===== config.mk =====
export PLATFORM = sky130hd
export DESIGN_NAME = dsoi_port
export DESIGN_NICKNAME = d
export VERILOG_FILES = /design/src/design/dsoi_port.v /design/src/design/dsoi_slot_map.v
export VERILOG_INCLUDE_DIRS = /design/src /design/src/design
export SDC_FILE = /design/constraint.sdc
export NUM_CORES = 1
export LEC_CHECK = 0
export ABC_AREA = 0
export CAP_MARGIN = 10
export CORE_ASPECT_RATIO = 1.1
export CORE_MARGIN = 3
export CORE_UTILIZATION = 25
export DETAILED_ROUTE_END_ITERATION = 12
export DONT_BUFFER_PORTS = 1
export PLACE_DENSITY = 0.51
export SETUP_SLACK_MARGIN = 0.1
export SLEW_MARGIN = 20
export SYNTH_ARGS = -nofsm -noshare
export SYNTH_HDL_FRONTEND = slang
export SYNTH_SLANG_ARGS = --single-unit

===== constraint.sdc =====
create_clock -name clk_sys -period 1.8 [get_ports clk_sys]
set_input_delay 0.36 -clock clk_sys [delete_from_list [all_inputs] [get_ports clk_sys]]
set_output_delay 0.36 -clock clk_sys [all_outputs]
set_load 0.02 [all_outputs]

===== src/design/dsoi_consts.vh =====
// constants for the ds3 overhead slot insertion port
`ifndef DSOI_CONSTS_VH
`define DSOI_CONSTS_VH
`define DSOI_SLOTS_PER_FRAME 38
`define DSOI_CNT_W 6
`define DSOI_SLOT_P0 6'h10
`define DSOI_SLOT_P1 6'h18
`define DSOI_SLOT_M0 6'h20
`define DSOI_SLOT_SPACING 16'h00AA
`define DSOI_FRAMING_PATTERN 4'h9
`endif


===== src/design/dsoi_port.v =====
// ds3 transmit overhead insertion port with strobe and frame mark
`timescale 1ns/100ps
`default_nettype none
`include "dsoi_consts.vh"
// Operation
// - strobe goes high just before each outbound overhead bit is processed.
// - frame mark accompanies the strobe only at count 0, an insertable X bit.
// - odd counts carry F1 F0 F0 F1 framing bits, never insertable.
// - counts 16 and 24 (P) and 32 (M0) refuse insertion.
// - counts 2, 4, 6, 8 accept inserted values.
// - counts 10-14, 18-22, 26-30, 34, 36 accept inserted values.
// - strobe stands exactly one clock period before its overhead bit.
// - requests at non-insertable bits are ignored; the framing bit (odd counts) or internal bit (P, M0) is sent.
// - value sampled on every falling edge, whatever the request level; used only when request is high.
module dsoi_port #(
	parameter SLOTS = `DSOI_SLOTS_PER_FRAME,
	parameter [15:0] SPACING = `DSOI_SLOT_SPACING
) (
	input wire clk_sys,
	input wire rstn,
	input wire ovh_insert_request,
	input wire ovh_insert_value,
	input wire internal_value,
	output reg ovh_slot_strobe,
	output reg ovh_frame_mark,
	output reg ovh_bit_valid,
	output reg ovh_bit_out,
	output reg ovh_bit_inserted,
	output reg [5:0] ovh_slot_index
);
	localparam [31:0] LAST_SLOT = SLOTS - 1;
	// slot divider state
	reg [15:0] gap_q;
	reg [15:0] gap_d;
	reg [5:0] cnt_q;
	reg [5:0] cnt_d;
	// falling-edge capture stage
	reg req_n_q;
	reg val_n_q;
	// three-flop pin filters and their settled levels
	reg [2:0] req_sync_q;
	reg [2:0] val_sync_q;
	reg req_s_q;
	reg req_s_d;
	reg val_s_q;
	reg val_s_d;
	// next values of the registered outputs
	reg strobe_d;
	reg mark_d;
	reg valid_d;
	reg bit_d;
	reg inserted_d;
	reg [5:0] index_d;
	wire insertable;
	wire framing_bit;
	wire fire;
	wire last_slot;
	wire take_request;
	// classifies the slot whose strobe stands now
	dsoi_slot_map dsoi_slot_map_i (
		.slot_cnt(ovh_slot_index),
		.insertable(insertable),
		.framing_bit(framing_bit)
	);
	// falling-edge capture; the terminal moves its pins just after a strobe
	always @(negedge clk_sys or negedge rstn) begin
		if (!rstn) begin
			req_n_q <= 1'b0;
			val_n_q <= 1'b0;
		end else begin
			req_n_q <= ovh_insert_request;
			val_n_q <= ovh_insert_value;
		end
	end
	// stage 0 feeds stage 1 only
	always @(posedge clk_sys or negedge rstn) begin
		if (!rstn) begin
			req_sync_q <= 3'h0;
			val_sync_q <= 3'h0;
		end else begin
			req_sync_q <= {req_sync_q[1:0], req_n_q};
			val_sync_q <= {val_sync_q[1:0], val_n_q};
		end
	end
	// a change counts only once stages 1 and 2 agree
	always @* begin
		req_s_d = req_s_q;
		val_s_d = val_s_q;
		if (req_sync_q[1] == req_sync_q[2]) begin
			req_s_d = req_sync_q[2];
		end
		if (val_sync_q[1] == val_sync_q[2]) begin
			val_s_d = val_sync_q[2];
		end
	end
	always @(posedge clk_sys or negedge rstn) begin
		if (!rstn) begin
			req_s_q <= 1'b0;
		end else begin
			req_s_q <= req_s_d;
		end
	end
	always @(posedge clk_sys or negedge rstn) begin
		if (!rstn) begin
			val_s_q <= 1'b0;
		end else begin
			val_s_q <= val_s_d;
		end
	end
	// slot enable pulses every SPACING+1 clocks; spacing must beat filter latency
	assign fire = (gap_q == 16'h0000);
	assign last_slot = ({26'h0000000, cnt_q} == LAST_SLOT);
	always @* begin
		gap_d = gap_q - 16'h0001;
		cnt_d = cnt_q;
		if (fire) begin
			gap_d = SPACING;
			if (last_slot) begin
				cnt_d = 6'h00;
			end else begin
				cnt_d = cnt_q + 6'h01;
			end
		end
	end
	always @(posedge clk_sys or negedge rstn) begin
		if (!rstn) begin
			gap_q <= 16'h0000;
		end else begin
			gap_q <= gap_d;
		end
	end
	always @(posedge clk_sys or negedge rstn) begin
		if (!rstn) begin
			cnt_q <= 6'h00;
		end else begin
			cnt_q <= cnt_d;
		end
	end
	// request level at the strobe was held since the previous strobe
	assign take_request = req_s_q && insertable;
	always @* begin
		strobe_d = fire;
		mark_d = fire && (cnt_q == 6'h00);
		valid_d = ovh_slot_strobe;
		index_d = ovh_slot_index;
		bit_d = ovh_bit_out;
		inserted_d = ovh_bit_inserted;
		if (fire) begin
			index_d = cnt_q;
		end
		if (ovh_slot_strobe) begin
			if (ovh_slot_index[0]) begin
				bit_d = framing_bit;
				inserted_d = 1'b0;
			end else if (take_request) begin
				bit_d = val_s_q;
				inserted_d = 1'b1;
			end else begin
				// refused or not requested: internal bit
				bit_d = internal_value;
				inserted_d = 1'b0;
			end
		end
	end
	// every port leaves straight from its own flip-flop
	always @(posedge clk_sys or negedge rstn) begin
		if (!rstn) begin
			ovh_slot_strobe <= 1'b0;
		end else begin
			ovh_slot_strobe <= strobe_d;
		end
	end
	always @(posedge clk_sys or negedge rstn) begin
		if (!rstn) begin
			ovh_frame_mark <= 1'b0;
		end else begin
			ovh_frame_mark <= mark_d;
		end
	end
	always @(posedge clk_sys or negedge rstn) begin
		if (!rstn) begin
			ovh_bit_valid <= 1'b0;
		end else begin
			ovh_bit_valid <= valid_d;
		end
	end
	always @(posedge clk_sys or negedge rstn) begin
		if (!rstn) begin
			ovh_slot_index <= 6'h00;
		end else begin
			ovh_slot_index <= index_d;
		end
	end
	// bit and its origin hold until the next slot is processed
	always @(posedge clk_sys or negedge rstn) begin
		if (!rstn) begin
			ovh_bit_out <= 1'b0;
		end else begin
			ovh_bit_out <= bit_d;
		end
	end
	always @(posedge clk_sys or negedge rstn) begin
		if (!rstn) begin
			ovh_bit_inserted <= 1'b0;
		end else begin
			ovh_bit_inserted <= inserted_d;
		end
	end
endmodule
`default_nettype wire


===== src/design/dsoi_slot_map.v =====
// slot classification: insertable flag and framing bit value per count
`timescale 1ns/100ps
`default_nettype none
`include "dsoi_consts.vh"
module dsoi_slot_map (
	input wire [5:0] slot_cnt,
	output reg insertable,
	output reg framing_bit
);
	reg [3:0] pat;
	always @* begin
		pat = `DSOI_FRAMING_PATTERN;
		insertable = 1'b0;
		framing_bit = 1'b0;
		if (slot_cnt[0]) begin
			// odd counts: F1 F0 F0 F1 repeating every eight
			framing_bit = pat[slot_cnt[2:1]];
		end else if (slot_cnt == `DSOI_SLOT_P0 || slot_cnt == `DSOI_SLOT_P1 ||
			slot_cnt == `DSOI_SLOT_M0) begin
			insertable = 1'b0;
		end else begin
			insertable = 1'b1;
		end
	end
endmodule
`default_nettype wire


==> flow_summary.rst <==
.. list-table::
   :header-rows: 1

   * - Metric
     - Value
   * - MaxCap Viol Count
     - 0
   * - Sequential fraction of the synthesis area
     - 0.590
   * - Overall global routing resource usage
     - 0.0865
   * - Initial detailed-routing violation count
     - 61
   * - Latest clock arrival within the worst-skew pair
     - 300 ps
   * - Vias in the first global route
     - 1,189
   * - Clock tree from TritonCTS
     - yes
   * - Type of the most critical hold path
     - in -> reg
   * - Share of the clock period used by the worst path after layout
     - 0.974
   * - Antenna violations before repair
     - 0
   * - Part of the power in registers
     - 0.556
   * - Total count of hold-check failures in the final report
     - 0
   * - Core Util, Final
     - 0.329
   * - Worst path max stage delay
     - 430 ps
   * - Number of levels in the clock H-tree
     - 2
   * - Max Clock Freq
     - 570 MHz
   * - VDD IR-drop max
     - 0.376 mV
   * - Async SR Flop Fraction
     - 1.00
   * - Number of I/O port buffers
     - 0
   * - Post-synth design cell area
     - 1820 µm²
   * - Row count
     - 32
   * - Total of flip-flops plus latches after synthesis
     - 43
   * - Worst relative slew slack
     - 0.739
   * - Run status
     - finished clean
   * - Routability congestion estimate from global placement
     - 0.737
   * - Mapped Nets
     - 170
   * - Worst path slowest cell
     - sky130_fd_sc_hd__dfrtp_1
   * - Y dimension of the die
     - 95.6 µm
   * - CTS root buf
     - sky130_fd_sc_hd__clkbuf_8
   * - Dominant cell type by area after synthesis
     - sky130_fd_sc_hd__dfrtp_1
   * - Top cells by area, synth
     - sky130_fd_sc_hd__dfrtp_1 (56%), sky130_fd_sc_hd__nand2_1 (3.5%), sky130_fd_sc_hd__ha_1 (3.4%)
   * - Antenna Diode Count
     - 0
   * - Clock power frac
     - 0.424
   * - Arrival time at the worst endpoint
     - 1930 ps
   * - Starting density of the core
     - 0.259
   * - Fin worst setup slack
     - 46.8 ps
   * - Leakage dissipation
     - 1.02 nW
   * - Net switching power figure
     - 0.367 mW
   * - Yosys warning total
     - 0
   * - Clock buffers created by TritonCTS
     - 5
   * - Setup Slack @ Placement
     - 48.2 ps
   * - EDFF count, synth
     - 0
   * - Switching share of power
     - 0.207
   * - FF-to-FF setup slack
     - 50 ps
   * - Largest fanout on the critical path
     - 5
   * - Post-Synthesis Mean Instance Area
     - 11.4 µm²
   * - Unrepaired setup endpoints after global routing
     - yes
   * - Hold Path Stages
     - 2
   * - Proportion of layout cells with a drive suffix above 1
     - 0.271
   * - Inst Count DP
     - 257
   * - Total routed wirelength
     - 3550 µm
   * - Die Width
     - 87.4 µm
   * - Internal
     - 1.40 mW
   * - First-pass GRT wire length
     - 5580 µm
   * - Post-route non-filler standard cell count
     - 273
   * - P&R area growth vs syn
     - 27.2%
   * - Number of cells traversed by the worst register-to-register path
     - 5
   * - Average vias per placed instance
     - 4.60
   * - Startpoint type of the worst setup path
     - flop
   * - Worst-path clk slew
     - 80 ps
   * - Setup Crit Path Kind
     - reg -> reg
   * - Maximum number of buffers from clock root to sink
     - 2
   * - Count of mapped cells out of synthesis
     - 160
   * - Fraction of power consumed by combinational cells
     - 0.020
   * - DR WL/cell
     - 13.0 µm
   * - Number of I/O pins
     - 16
   * - # clock sinks
     - 43
   * - Total via count after detailed routing
     - 1,256
   * - Most instantiated flip-flop cell in the synthesis netlist
     - sky130_fd_sc_hd__dfrtp_1
   * - Worst path cell trace
     - buf_4 -> nor4_4 -> nand3_2 -> or3_1 -> mux2_1
   * - Worst Max-Slew Pin Slew
     - 389 ps
   * - Count of final max-slew check failures
     - 0
   * - Pwr dens
     - 763 nW/µm²
   * - Floorplan core area
     - 7050 µm²
   * - Count of final setup violators
     - 0
   * - Total grt overflow
     - 0
   * - Placed wire-length estimate after detailed placement
     - 2190 µm
   * - Min Tclk post-route
     - 1750 ps
   * - DIE AREA
     - 8350 µm²
   * - First-pass detailed-route iteration total
     - 4
   * - FILL cells
     - 696
   * - Synth top area share
     - 0.563
   * - Clock tree skew after final layout
     - 7.94 ps
   * - Number of design rule violations left after detail routing
     - 0
   * - Detail Route Antenna Nets
     - 0
   * - Number of nets at the end of the flow
     - 197
   * - Pin count of the biggest net entering global routing
     - 42
   * - Required time worst endpoint
     - 1980 ps
   * - Netlist cell types
     - 42
   * - Endpoint type of the worst setup path
     - flop
[synthesized netlist by cell type, drive strengths merged (3+ instances only)]
cell type	number
a21o	3
a21oi	6
dfrtp	41
ha	5
inv	9
nand2	17
nand3	6
nand4	6
nor2	14
nor3	4
nor4	5
o21ai	7
or3	3
xnor2	5
xor2	6
[metrics by stage]
stage,cell area [µm²],TNS [ps],hold WS (ps),power (mW)
3_3_place_gp,2030,0,66.5,1.01
2_1_floorplan,1830,0,64.4,1.01
6_report,2320,0,283,1.77
4_1_cts,2180,0,271,1.81
5_1_grt,2320,-238,283,1.85
3_5_place_dp,2030,0,66.5,1.02
[power by group through the flow]
stage / combinational [mW] / sequential, mW / clock [mW]
after floorplan: 0.00877 / 1.00 / 0
final: 0.0347 / 0.984 / 0.752
after global placement: 0.0104 / 1.00 / 0
after CTS: 0.0369 / 0.985 / 0.789
after global routing: 0.0398 / 0.986 / 0.829
after detailed placement: 0.0105 / 1.00 / 0
[critical path: cells and delay by family (launching register included)]
family	cells	cell delay, ps
flops	1	430
simple gates	3	740
mux	1	310
buf+inv	1	160
[cell families (layout without fill, tap and decap cells)]
| family | Yosys count | in the layout | synth area share |
|---|---|---|---|
| AOI/OAI and AO/OA | 20 | 20 | 0.0645 |
| xor gates and xnor gates | 11 | 11 | 0.0528 |
| adders and majority gates | 7 | 7 | 0.0453 |
| buffers and inverters | 12 | 40 | 0.0295 |
| DFF | 43 | 43 | 0.590 |
| muxes | 2 | 2 | 0.0117 |
| and+or+nand+nor | 65 | 65 | 0.206 |
[placed cells by master, fill, tap and decap left out, types with 4 or more instances in the layout]
cell type / netlist / final
sky130_fd_sc_hd__nand4_1: 5 / 5
sky130_fd_sc_hd__xnor2_1: 5 / 5
sky130_fd_sc_hd__buf_6: 1 / 5
sky130_fd_sc_hd__buf_4: 0 / 15
sky130_fd_sc_hd__o21ai_0: 7 / 4
sky130_fd_sc_hd__nor2_4: 0 / 4
sky130_fd_sc_hd__nand3_1: 5 / 5
sky130_fd_sc_hd__xor2_1: 6 / 6
sky130_fd_sc_hd__nand2_1: 17 / 16
sky130_fd_sc_hd__nor2_1: 14 / 10
sky130_fd_sc_hd__inv_1: 8 / 6
sky130_fd_sc_hd__clkbuf_8: 0 / 5
sky130_fd_sc_hd__dfrtp_1: 41 / 40
sky130_fd_sc_hd__ha_1: 5 / 4
sky130_fd_sc_hd__a21oi_1: 6 / 5
[metal layers]
| metal | global-route usage | up-vias | share of wire |
|---|---|---|---|
| li1 | - | 608 | - |
| met5 | 0 | - | 0 |
| met2 | 0.136 | 29 | 0.50 |
| met4 | 0.0281 | 0 | 0.017 |
| met1 | 0.107 | 612 | 0.44 |
| met3 | 0.0372 | 7 | 0.046 |
[cell type report]
class | count | area, µm² | share of cell area
inverters | 9 | 36.3 | 0.0156
multi-input cells | 105 | 773 | 0.333
well taps | 85 | 106 | 0.0458
clock inverters | 3 | 43.8 | 0.0189
repair buffers | 23 | 214 | 0.0922
flip-flops and latches | 43 | 1080 | 0.464
clock buffers | 5 | 68.8 | 0.0297
[worst paths after layout]
path | startpoint | end
worst max-delay path | gap_q[0]$_DFF_PN0_ | gap_q[13]$_DFF_PN0_
worst min-delay path | internal_value | ovh_bit_out$_DFFE_PN0P_
worst max register to register | gap_q[0]$_DFF_PN0_ | gap_q[13]$_DFF_PN0_
worst min register to register | req_sync_q[0]$_DFF_PN0_ | req_sync_q[1]$_DFF_PN0_
max in group asynchronous | rstn | gap_q[1]$_DFF_PN0_
min in group asynchronous | rstn | ovh_frame_mark$_DFF_PN0_
[what timing repair did]
item                                    in CTS  in global routing
endpoints found under the setup margin      12                 23
setup buffers                                0                  6
hold buffers                                 2                  0
resized for setup                            2                 28
hold endpoints to repair                    41                  0
pin swaps                                    1                  8
[flip-flops by register name (all words and copies together), names as in the netlist, 3 cells and up]
register and cells:
gap_q 16, ovh_slot_index 6, req_sync_q 3, cnt_q 6
val_sync_q 3
No activity file was read; power rests on OpenSTA's default activity.
